## config.mk

```make
export PLATFORM = sky130hd
export DESIGN_NAME = apcr_top
export DESIGN_NICKNAME = d
export VERILOG_FILES = /design/src/include/apcr_pkg.sv /design/src/include/apcr_if.sv /design/src/rtl/apcr_frame_rx.sv /design/src/rtl/apcr_top.sv
export SDC_FILE = /design/constraint.sdc
export NUM_CORES = 1
export LEC_CHECK = 0
export BUFFER_PORTS_ARGS = -buffer_cell sky130_fd_sc_hd__buf_2
export CAP_MARGIN = 15
export CORE_AREA = 10 10 137 139
export DETAILED_ROUTE_END_ITERATION = 10
export DIE_AREA = 0 0 147 149
export PLACE_DENSITY_LB_ADDON = 0.05
export SKIP_CTS_REPAIR_TIMING = 1
export SYNTH_ARGS = -nofsm -noshare
export SYNTH_HDL_FRONTEND = slang
export SYNTH_SLANG_ARGS = --single-unit
```

## constraint.sdc

```tcl
create_clock -name mclk_i -period 2.6 [get_ports mclk_i]
set_input_delay 0.26 -clock mclk_i [delete_from_list [all_inputs] [get_ports mclk_i]]
set_output_delay 0.26 -clock mclk_i [all_outputs]
set_load 0.05 [all_outputs]
```

## src/include/apcr_pkg.sv

```systemverilog
// Constants for the primary configuration register block.
// Assumes one 100 MHz clock; serial pins are sampled, not used as clocks.
package apcr_pkg;
  // Frame geometry
  localparam int FRAME_BITS     = 16;           // Plain register frame
  localparam int CRC_W          = 8;            // Width of a frame CRC
  localparam int CRC_FRAME_BITS = 24;           // Frame with CRC appended
  localparam int DATA_W         = 12;           // Data field of a frame
  localparam int COUNT_W        = 5;            // Bit counter width
  localparam int SYNC_STAGES    = 3;            // Pin synchroniser depth
  // Command field
  localparam int BIT_WR         = 15;           // Write flag
  localparam int ADDR_HI        = 14;           // Register select, top bit
  localparam int ADDR_LO        = 12;           // Register select, low bit
  localparam logic [2:0] REG_ADDR = 3'h1;       // This register's address
  // Field positions
  localparam int BIT_PAIR       = 11;           // Input pair select
  localparam int BIT_SEQ        = 10;           // Pair sequencer enable
  localparam int BIT_STYLE      = 9;            // Averaging style
  localparam int RATIO_HI       = 8;            // Averaging ratio, top bit
  localparam int RATIO_LO       = 6;            // Averaging ratio, low bit
  localparam int BIT_CRC_IN     = 5;            // Serial input CRC enable
  localparam int BIT_CRC_OUT    = 4;            // Serial output CRC enable
  localparam int RATIO_W        = 3;            // Ratio field width
  localparam logic [2:0] RATIO_MIN_ON = 3'h1;   // Lowest ratio code (2x)
  localparam logic [2:0] RATIO_MAX_ON = 3'h5;   // Highest ratio code (32x)
  // Reset and CRC defaults
  localparam logic [11:0] RESET_VALUE = 12'h000; // Stored fields at reset
  localparam logic [7:0]  CRC_INIT    = 8'h00;   // CRC seed
  localparam logic [7:0]  CRC_POLY_DEF = 8'h07;  // Default CRC polynomial

  // One serial step of the CRC shift register
  function automatic logic [7:0] apcr_crc_step(input logic [7:0] crc,
                                               input logic       bit_in,
                                               input logic [7:0] poly);
    apcr_crc_step = {crc[6:0], 1'b0} ^ ((crc[7] ^ bit_in) ? poly : 8'h00);
  endfunction
endpackage

```

## src/include/apcr_if.sv

```systemverilog
// Link between the frame receiver and the register core.
// Assumes both ends run on mclk_i; every signal is a one-cycle pulse or held data.
`timescale 1ns/10ps
interface apcr_if;
  logic        sclk_fall;   // Serial clock falling edge seen
  logic        cs_fall;     // Frame (and conversion) start seen
  logic        frame_done;  // Frame ended, fields below valid
  logic [15:0] frame_word;  // Command and data of the frame
  logic [4:0]  frame_bits;  // Serial clock edges counted in the frame
  logic        crc_ok;      // Appended CRC matched the word
  modport rx   (output sclk_fall, cs_fall, frame_done, frame_word, frame_bits, crc_ok);
  modport core (input  sclk_fall, cs_fall, frame_done, frame_word, frame_bits, crc_ok);
endinterface

```

## src/rtl/apcr_frame_rx.sv

```systemverilog
// Serial frame receiver: synchronises the pins and collects each frame.
// Assumes sclk_i, cs_n_i and sdi_i are slow against mclk_i (several cycles per level).
`timescale 1ns/10ps
module apcr_frame_rx #(
  parameter logic [7:0] CRC_POLY = apcr_pkg::CRC_POLY_DEF
) (
  input  wire logic mclk_i,
  input  wire logic sys_rst_i,
  input  wire logic sclk_i,
  input  wire logic cs_n_i,
  input  wire logic sdi_i,
  apcr_if.rx        rx
);
  import apcr_pkg::*;

  typedef enum logic {APCR_IDLE, APCR_SHIFT} apcr_state_type;

  logic [2:0]         pins;     // Raw pins: sclk, cs_n, sdi
  logic [2:0]         filt;     // Filtered pin levels
  logic [2:0]         filt_d;   // Previous filtered levels
  apcr_state_type     state;    // Frame state
  logic [23:0]        shreg;    // Received bits, newest in bit 0
  logic [COUNT_W-1:0] count;    // Rising edges in this frame
  logic [7:0]         crc;      // CRC over the first 16 bits

  assign pins = {sclk_i, cs_n_i, sdi_i};

  // Three-stage synchroniser per pin; a level counts once stages two and three agree
  for (genvar g = 0; g < 3; g++) begin : g_sync
    logic [SYNC_STAGES-1:0] s;  // s[0] feeds s[1] only
    always_ff @(posedge mclk_i) begin
      if (sys_rst_i) begin
        s       <= {1'b0, 2'b11} & {SYNC_STAGES{g == 1}};
        filt[g] <= (g == 1);
      end else begin
        s <= {s[SYNC_STAGES-2:0], pins[g]};
        if (s[1] == s[2]) begin
          filt[g] <= s[2];
        end
      end
    end
  end

  // Edge history of filtered levels
  always_ff @(posedge mclk_i) begin
    if (sys_rst_i) begin
      filt_d <= 3'b010;
    end else begin
      filt_d <= filt;
    end
  end

  // Frame collection: shift on serial clock rising edge while selected
  always_ff @(posedge mclk_i) begin
    if (sys_rst_i) begin
      state         <= APCR_IDLE;
      shreg         <= '0;
      count         <= '0;
      crc           <= CRC_INIT;
      rx.frame_done <= 1'b0;
      rx.frame_word <= '0;
      rx.frame_bits <= '0;
      rx.crc_ok     <= 1'b0;
    end else begin
      rx.frame_done <= 1'b0;
      case (state)
        APCR_IDLE: begin
          if (!filt[1] && filt_d[1]) begin  // Frame opens
            state <= APCR_SHIFT;
            count <= '0;
            crc   <= CRC_INIT;
          end
        end
        APCR_SHIFT: begin
          if (filt[1]) begin  // Frame closes, hand over its contents
            state         <= APCR_IDLE;
            rx.frame_done <= 1'b1;
            rx.frame_bits <= count;
            rx.frame_word <= (count == COUNT_W'(CRC_FRAME_BITS)) ? shreg[23:8]
                                                                   : shreg[15:0];
            rx.crc_ok     <= (count == COUNT_W'(CRC_FRAME_BITS)) && (shreg[7:0] == crc);
          end else if (filt[2] && !filt_d[2]) begin
            shreg <= {shreg[22:0], filt[0]};
            if (count != '1) begin
              count <= count + COUNT_W'(1);
            end
            if (count < COUNT_W'(FRAME_BITS)) begin
              crc <= apcr_crc_step(crc, filt[0], CRC_POLY);
            end
          end
        end
        default: state <= APCR_IDLE;
      endcase
    end
  end

  // Edge pulses for the core
  always_ff @(posedge mclk_i) begin
    if (sys_rst_i) begin
      rx.sclk_fall <= 1'b0;
      rx.cs_fall   <= 1'b0;
    end else begin
      rx.sclk_fall <= !filt[2] && filt_d[2] && !filt[1];
      rx.cs_fall   <= !filt[1] && filt_d[1];
    end
  end
endmodule

```

## src/rtl/apcr_top.sv

```systemverilog
// Primary configuration register of a dual sampling converter, serial access.
// Assumes a host driving 16-bit (or 24-bit with CRC) frames on sclk/cs_n/sdi.
`timescale 1ns/10ps
module apcr_top #(
  parameter logic [7:0] CRC_POLY = apcr_pkg::CRC_POLY_DEF
) (
  input  wire logic                          mclk_i,
  input  wire logic                          sys_rst_i,
  input  wire logic                          sclk_i,
  input  wire logic                          cs_n_i,
  input  wire logic                          sdi_i,
  input  wire logic [apcr_pkg::FRAME_BITS-1:0] conv_a_i,
  input  wire logic [apcr_pkg::FRAME_BITS-1:0] conv_b_i,
  output logic                               first_data_output_o,
  output logic                               second_output_or_alert_o,
  output logic                               pair_select_o,
  output logic                               sequencer_active_o,
  output logic                               averaging_style_o,
  output logic [apcr_pkg::RATIO_W-1:0]       averaging_ratio_o,
  output logic                               oversample_on_o,
  output logic                               in_crc_enable_o,
  output logic                               out_crc_enable_o,
  output logic                               conv_start_o,
  output logic                               crc_reject_o
);
  import apcr_pkg::*;

  // Refuse a polynomial without its constant term
  if (CRC_POLY[0] != 1'b1) begin : g_check
    $error("CRC polynomial needs its lowest bit set");
  end

  apcr_if link ();  // Receiver to core link

  apcr_frame_rx #(
    .CRC_POLY (CRC_POLY)
  ) u_rx (
    .mclk_i    (mclk_i),
    .sys_rst_i (sys_rst_i),
    .sclk_i    (sclk_i),
    .cs_n_i    (cs_n_i),
    .sdi_i     (sdi_i),
    .rx        (link.rx)
  );

  logic [DATA_W-1:0] cfg;           // Stored fields, bits 11:0
  logic              read_pending;  // Next frame returns this register
  logic [23:0]       shift_a;       // First output shifter
  logic [23:0]       shift_b;       // Second output shifter
  logic [15:0]       readback;      // Register word as read back
  logic              is_write;      // Frame carries the write flag
  logic              hits_reg;      // Frame addresses this register
  logic              plain_len;     // Frame had 16 bits
  logic              crc_good;      // Frame had 24 bits and a matching CRC
  logic              need_crc;      // Frame must carry a valid CRC
  logic              accept;        // Frame may take effect
  logic              next_pair;     // Pair for the starting conversion

  // Readback places this register's address in the top nibble
  assign readback = {1'b0, REG_ADDR, cfg};

  // Command decode of the finished frame
  always_comb begin
    is_write  = link.frame_word[BIT_WR];
    hits_reg  = link.frame_word[ADDR_HI:ADDR_LO] == REG_ADDR;
    plain_len = link.frame_bits == 5'(FRAME_BITS);
    crc_good  = link.crc_ok;
    // Input CRC already on, or a write that would switch it on
    need_crc  = cfg[BIT_CRC_IN]
                || (is_write && hits_reg && link.frame_word[BIT_CRC_IN]);
    accept    = crc_good || (plain_len && !need_crc);
  end

  // Register write; rejected frames leave it untouched
  always_ff @(posedge mclk_i) begin
    if (sys_rst_i) begin
      cfg <= RESET_VALUE;
    end else if (link.frame_done && accept && is_write && hits_reg) begin
      cfg <= link.frame_word[DATA_W-1:0];
    end
  end

  // Read request bookkeeping; any other finished frame cancels it
  always_ff @(posedge mclk_i) begin
    if (sys_rst_i) begin
      read_pending <= 1'b0;
    end else if (link.frame_done) begin
      read_pending <= accept && !is_write && hits_reg;
    end
  end

  // Discard report for any frame not accepted: wrong length, or a needed or supplied CRC that fails
  always_ff @(posedge mclk_i) begin
    if (sys_rst_i) begin
      crc_reject_o <= 1'b0;
    end else begin
      crc_reject_o <= link.frame_done && !accept;
    end
  end

  // CRC of an outgoing word, most significant bit first
  function automatic logic [7:0] word_crc(input logic [15:0] w);
    logic [7:0] c;
    c = CRC_INIT;
    for (int i = 15; i >= 0; i--) begin
      c = apcr_crc_step(c, w[i], CRC_POLY);
    end
    word_crc = c;
  endfunction

  // Output shifters: load at frame start, advance on serial clock fall
  always_ff @(posedge mclk_i) begin
    if (sys_rst_i) begin
      shift_a <= '0;
      shift_b <= '0;
    end else if (link.cs_fall) begin
      if (read_pending) begin
        shift_a <= {readback, cfg[BIT_CRC_OUT] ? word_crc(readback) : 8'h00};
      end else begin
        shift_a <= {conv_a_i, cfg[BIT_CRC_OUT] ? word_crc(conv_a_i) : 8'h00};
      end
      shift_b <= {conv_b_i, cfg[BIT_CRC_OUT] ? word_crc(conv_b_i) : 8'h00};
    end else if (link.sclk_fall) begin
      shift_a <= {shift_a[22:0], 1'b0};
      shift_b <= {shift_b[22:0], 1'b0};
    end
  end

  // Serial outputs are the shifter heads
  assign first_data_output_o      = shift_a[23];
  assign second_output_or_alert_o = shift_b[23];

  // Pair for the conversion that is starting now
  always_comb begin
    if (cfg[BIT_SEQ]) begin
      next_pair = !pair_select_o;
    end else begin
      next_pair = cfg[BIT_PAIR];
    end
  end

  // Conversion settings, applied only at a conversion start
  always_ff @(posedge mclk_i) begin
    if (sys_rst_i) begin
      pair_select_o      <= 1'b0;
      sequencer_active_o <= 1'b0;
      averaging_style_o  <= 1'b0;
      averaging_ratio_o  <= '0;
      oversample_on_o    <= 1'b0;
    end else if (link.cs_fall) begin
      pair_select_o      <= next_pair;
      sequencer_active_o <= cfg[BIT_SEQ];
      averaging_style_o  <= cfg[BIT_STYLE];
      averaging_ratio_o  <= cfg[RATIO_HI:RATIO_LO];
      oversample_on_o    <= cfg[RATIO_HI:RATIO_LO] >= RATIO_MIN_ON
                            && cfg[RATIO_HI:RATIO_LO] <= RATIO_MAX_ON;
    end
  end

  // CRC enables and conversion start strobe
  always_ff @(posedge mclk_i) begin
    if (sys_rst_i) begin
      in_crc_enable_o  <= 1'b0;
      out_crc_enable_o <= 1'b0;
      conv_start_o     <= 1'b0;
    end else begin
      in_crc_enable_o  <= cfg[BIT_CRC_IN];
      out_crc_enable_o <= cfg[BIT_CRC_OUT];
      conv_start_o     <= link.cs_fall;
    end
  end
endmodule

```

==> impl_metrics.toml, run 1 <==
[synthesis]
ys_warn_count = 0
synth_seq_area_share = 0.422
yosysTopAreaCellShare = 0.422
synthArstFlopShare = 0
syn_nets = 846
mappedNetlistArea_sq_um = 7070
synth.distinct_cells = 43
avgSynthCellArea_sq_um = 8.81
synth_area_leaders = "dfxtp_1, mux2i_1, xnor2_1"
synth_edf_count = 0
synth_top_cells_by_count = "dfxtp_1, nand2_1, a21oi_1, nor2_1, xnor2_1"
synth_top_area_cell = "dfxtp_1"
yosysMostFrequentCell = "dfxtp_1"
ys.flop_type = "dfxtp_1"
syn_inst = 803
synth-seq-cells = 149

[floorplan]
boundaryPins = 50
die_area_sq_um = 21900
start_util = 0.437
row_count = 47
core_sq_um = 16200
die-height_microns = 149
die_w_microns = 147

[timing]
finalSetupViolations = 0
rsz0062_at_grt = "false"
slew_viol_final = 0
min_period_ns = 1.94
fin_skew_ns = 0.00519
slew-limit-headroom = 0.333
tightest_slew_ns = 1.00
period_share = 0.746
finalHoldViolations = 0
fmax_mhz = 515
tns_ns = 0

[critical_path]
r2r_setup_slack_ns = 0.66
required_ns = 2.93
regToRegEndpoint = "shift_a[2]$_SDFFE_PP0P_"
cp-end-kind = "flip-flop"
timing.rr.start = "cfg[8]$_SDFFE_PP0P_"
critPathLaunchType = "flip-flop"
endpoint = "shift_a[2]$_SDFFE_PP0P_"
worstPathArrival_ns = 2.27
critPathKind = "reg -> reg"
timing.critical_path.from = "cfg[8]$_SDFFE_PP0P_"
critPathMaxFanout = 7
reg2reg_depth = 7

[global_routing]
gr-total-overflow = 0
track_usage = 0.146
grt_pass1_wl_microns = 26400
antenna_found_initial = 0
grt_pass1_vias = 5332
grt_start_max_net_pins = 96

[routing]
wirelength_microns = 15900
viasPerCell = 5.07
ant_nets = 0
firstDrtPassIters = 4
drtIter0Drc = 224
post_drt_wl_per_cell_microns = 15.0
dr_total_vias = 5374
drc = 0

[cells_and_area]
regArea_sq_um = 2990
nNetsFinal = 871
multi_input_area_sq_um = 3840
utilization = 0.500
antenna_cells = 0
synthToLayoutAreaGrowth_pct = 14.3
fill_cells = 1586
drive_gt1_frac = 0.124

[clocking]
path_clk_slew_ns = 0.06
clockRootBuffer = "clkbuf_16"
cts_tree = "built"
clk_latency_ns = 0.42
cts_buffers = 17
clkSinkCount = 149
htreeDepth = 4
clockBufferDepth = 2

[power_and_ir_drop]
p_per_area_nw_per_um2 = 632
p_leak_uw = 0.00300
vdd_drop_max_v = 0.000556

[placement]
hpwl_microns = 11200
numPortBuffers = 49
gp_congestion = 0.833

[worst_hold_path]
worstHoldPathType = "in -> reg"

[status]
status = "finished, final reports clean"

[job]
drv_cap = 0
sequential cells by signal (all words and copies together) (netlist names), 2 cells and up:
name	cells
shift_a	24
shift_b	24
u_rx.shreg	24
u_rx.rx.frame_word	16
cfg	12
u_rx.g_sync.s	9
u_rx.crc	8
u_rx.count	5
u_rx.rx.frame_bits	5
averaging_ratio_o	3
u_rx.filt	3
u_rx.filt_d	2
metrics by stage:
stage,power (uW),worst slack (ns),area [sq um],instances,hold slack [ns]
6_report,5110,0.659,8080,1059,0.0236
5_1_grt,5310,0.411,8080,1059,0.00481
4_1_cts,5170,0.649,8080,1059,0.00287
3_5_place_dp,2820,0.661,7520,1029,0.394
3_3_place_gp,2820,0.721,7520,1029,0.393
2_1_floorplan,2710,0.818,7070,803,0.364
layout by cell type (no fill, tap or decap), types with 4 or more instances in the layout:
master / count
xnor2_1: 61
nor3_1: 10
o21ai_0: 16
clkbuf_16: 17
a211oi_1: 48
xor2_1: 19
nor2b_1: 29
buf_2: 48
ha_1: 6
nand3_1: 17
inv_1: 11
nand2b_1: 4
buf_4: 14
dfxtp_1: 147
mux2i_1: 60
nand2_1: 96
o211ai_1: 4
nor2_1: 80
a21oi_1: 89
xnor3_1: 11
or2_2: 5
clkbuf_8: 4
how the worst min path moves through the flow:
stage / from / endpoint / slack [ns] / cells past startpoint
6_report: cs_n_i / u_rx.g_sync[1].s[0]$_SDFF_PP1_ / 0.02 / 2
5_1_grt: cs_n_i / u_rx.g_sync[1].s[0]$_SDFF_PP1_ / 0.005 / 2
4_1_cts: cs_n_i / u_rx.g_sync[1].s[0]$_SDFF_PP1_ / 0.003 / 2
3_5_place_dp: u_rx.g_sync[1].s[0]$_SDFF_PP1_ / u_rx.g_sync[1].s[1]$_SDFF_PP1_ / 0.39 / 1
3_3_place_gp: u_rx.g_sync[1].s[0]$_SDFF_PP1_ / u_rx.g_sync[1].s[1]$_SDFF_PP1_ / 0.39 / 1
2_1_floorplan: cs_n_i / u_rx.g_sync[1].s[0]$_SDFF_PP1_ / 0.36 / 1
report_power, final:
group	switching, uW	leakage, uW	internal, uW
logic	227	0.00153	221
clock network	931	0.000270	1400
registers	16.2	0.00120	2310
total	1170	0.00300	3930
metal layers:
metal  track usage  vias up  wire length [microns]
li1              -     2796                      -
met1         0.180     2504                   7610
met2         0.247       54                   7700
met3        0.0331       20                    392
met4        0.0510        0                    225
met5             0        -                      0
cell families (layout without fill, tap and decap cells):
group                    after synthesis  after routing  synth area share
AO/OA/AOI/OAI                        168            168             0.142
XOR/XNOR                              93             93             0.139
adder cells (fa/ha/maj)                6              6            0.0106
buffers and inverters                 69            105            0.0380
flip-flops                           149            149             0.422
multiplexers                          61             61            0.0865
AND/OR/NAND/NOR                      257            257             0.163
layout make-up:
| class | instances | area share |
|---|---|---|
| Clock inverter | 8 | 0.00944 |
| Timing Repair Buffer | 64 | 0.0477 |
| Tap cell | 220 | 0.0341 |
| Multi-Input combinational cell | 585 | 0.475 |
| Inverter | 11 | 0.00511 |
| Clock buffer | 22 | 0.0599 |
| Sequential cell | 149 | 0.369 |
critical path, cell delays in order, from the launching register on:
cell and delay, ns:
dfxtp_1 0.48, inv_1 0.11, ha_1 0.29, xnor3_1 0.24
xnor2_1 0.25, xnor2_1 0.15, nand3_1 0.09, a311oi_1 0.24
No activity file was read; power rests on OpenSTA's default activity.
==> run 2, diff against run 1 <==
Settings changed: ABC_AREA set to 1, CORE_AREA 10 10 137 139 to 10 10 140 142, DIE_AREA 0 0 147 149 to 0 0 150 152.
Clock period 2.6 ns to 1.7 ns, I/O delays scaled along.
==> impl_metrics.toml, run 2 <==
[critical_path]
required_ns = 2.07
critPathKind = "reg -> reg"
worstPathArrival_ns = 1.96
cp-end-kind = "flip-flop"
critPathMaxFanout = 3
critPathLaunchType = "flip-flop"

[cells_and_area]
regArea_sq_um = 2990
drive_gt1_frac = 0.163
antenna_cells = 0
nNetsFinal = 1156
final_cell_mix = "nand2_1, dfxtp_1, inv_1"
final_common_cell = "nand2_1"
final_cells = 1351
reg_top3 = "shift_a: 24 flops, shift_b: 24 flops, u_rx.shreg: 24 flops"
fill_cells = 1730
design_area_sq_um = 8850
multi_input_area_sq_um = 3900
utilization = 0.523
synthToLayoutAreaGrowth_pct = 18.4

[power_and_ir_drop]
p_leak_uw = 0.00391
swShare = 0.267
pwr-share-clk = 0.473
p_per_area_nw_per_um2 = 935
combPwrFrac = 0.098
switchingPower_uw = 2210
vdd_drop_max_v = 0.000785
seqPwrFrac = 0.429
internal_power_uw = 6070

[routing]
firstDrtPassIters = 5
wirelength_microns = 18700
dr_total_vias = 6685
ant_nets = 0
post_drt_wl_per_cell_microns = 13.9
drc = 0
drtIter0Drc = 378
viasPerCell = 4.95

[timing]
finalHoldViolations = 0
slew_viol_final = 0
setup_slack_ns = 0.107
fin_skew_ns = 0.00948
slew-limit-headroom = 0.566
fmax_mhz = 628
finalSetupViolations = 0
period_share = 0.937
tightest_slew_ns = 0.650
min_period_ns = 1.59
tns_ns = 0

[synthesis]
synth_seq_area_share = 0.399
synth-seq-cells = 149
mappedNetlistArea_sq_um = 7480
syn_nets = 1103
yosysMostFrequentCell = "nand2_1"
synth_edf_count = 0
avgSynthCellArea_sq_um = 7.06
synth.distinct_cells = 44
synthArstFlopShare = 0
ys_warn_count = 0
synth_top_area_cell = "dfxtp_1"
synth_top_cells_by_count = "nand2_1, dfxtp_1, inv_1, o21ai_0, nor2_1"
syn_inst = 1060
synth_area_leaders = "dfxtp_1, nand2_1, o21ai_0"
ys.flop_type = "dfxtp_1"
yosysTopAreaCellShare = 0.399

[clocking]
path_clk_slew_ns = 0.07
htreeDepth = 4
cts_buffers = 17
clockRootBuffer = "clkbuf_16"
clkSinkCount = 149
cts_tree = "built"
clk_latency_ns = 0.43
clockBufferDepth = 2

[global_routing]
grt_start_max_net_pins = 55
grt_pass1_wl_microns = 30900
antenna_found_initial = 0
track_usage = 0.163
gr-total-overflow = 0
grt_pass1_vias = 6083

[job]
drv_cap = 0

[worst_hold_path]
worstHoldPathType = "in -> reg"

[floorplan]
die_w_microns = 150
row_count = 48
die-height_microns = 152
boundaryPins = 50
core_sq_um = 16900
die_area_sq_um = 22800
start_util = 0.442

[status]
status = "finished, final reports clean"

[placement]
dp.cells = 1311
numPortBuffers = 49
hpwl_microns = 13400
place_area_sq_um = 8120
gp_congestion = 0.824
dp_slack_ns = 0.0523
run 2: cell types whose count changed in the layout (fill, tap and decap cells not counted), moves of 11 or more:
cell,before,now
a211oi_1,48,5
nand3_1,17,62
nand2_1,96,228
xnor3_1,11,0
o21ai_0,16,98
buf_4,14,30
nand2_2,0,21
xnor2_1,61,22
o221ai_1,0,16
o211ai_1,4,26
nor2b_1,29,0
mux2i_1,60,0
inv_1,11,104
run 2: kinds of logic (layout without fill, tap and decap cells):
group,after synthesis,in the layout,share of synthesized area
AND/OR/NAND/NOR,448,449,0.263
XOR/XNOR,45,45,0.0557
flip-flops,149,149,0.399
AO/OA/AOI/OAI,242,242,0.184
buffers and inverters,170,235,0.0888
adder cells (fa/ha/maj),6,6,0.0100
run 2: per-layer routing:
metal	wire, microns	vias up	GRT usage
li1	-	3585	-
met1	9430	3000	0.226
met2	8430	82	0.248
met3	566	18	0.0315
met4	296	0	0.0560
met5	0	-	0
run 2: final cells by class:
type,instances,share of cell area
clock buffers,17,0.0480
clock inverters,15,0.0213
inverters,114,0.0483
multi-input cells,742,0.441
flip-flops and latches,149,0.337
well taps,225,0.0318
repair buffers,89,0.0724
run 2: per-stage QoR:
stage | hold slack, ns | total power [uW]
finish | 0.0352 | 8280
global route | 0.0523 | 8620
CTS | -0.101 | 8370
detailed placement | 0.360 | 4430
global placement | 0.358 | 4430
floorplan | 0.274 | 4220
run 2: path summary, 6_finish.rpt:
check / start / endpoint / slack, ns / cells after the start
worst max-delay path: cfg[8]$_SDFFE_PP0P_ / shift_a[2]$_SDFFE_PP0P_ / 0.11 / 14
worst min-delay path: conv_a_i[14] / shift_a[22]$_SDFFE_PP0P_ / 0.04 / 3
worst max register to register: cfg[8]$_SDFFE_PP0P_ / shift_a[2]$_SDFFE_PP0P_ / 0.11 / 14
worst min register to register: u_rx.g_sync[0].s[0]$_SDFF_PP0_ / u_rx.g_sync[0].s[1]$_SDFF_PP0_ / 0.41 / 2
run 2: worst max-delay path, stage by stage, from the launching register on:
cell and delay [ns]:
dfxtp_2 0.33, inv_2 0.05, ha_4 0.23, inv_1 0.05, nand2_1 0.06, nand2_2 0.09, xor2_2 0.19, inv_1 0.08
nand2_1 0.07, nand3_1 0.06, nand2_1 0.06, inv_1 0.03, nand2_1 0.05, nand2_1 0.07, a21oi_2 0.11
run 2: power by group through the flow:
stage	clock network, uW	logic [uW]	registers [uW]
after floorplan	0	584	3640
after global placement	0	797	3630
after detailed placement	0	801	3630
after CTS	4010	805	3550
after global routing	4150	914	3560
final	3920	808	3550
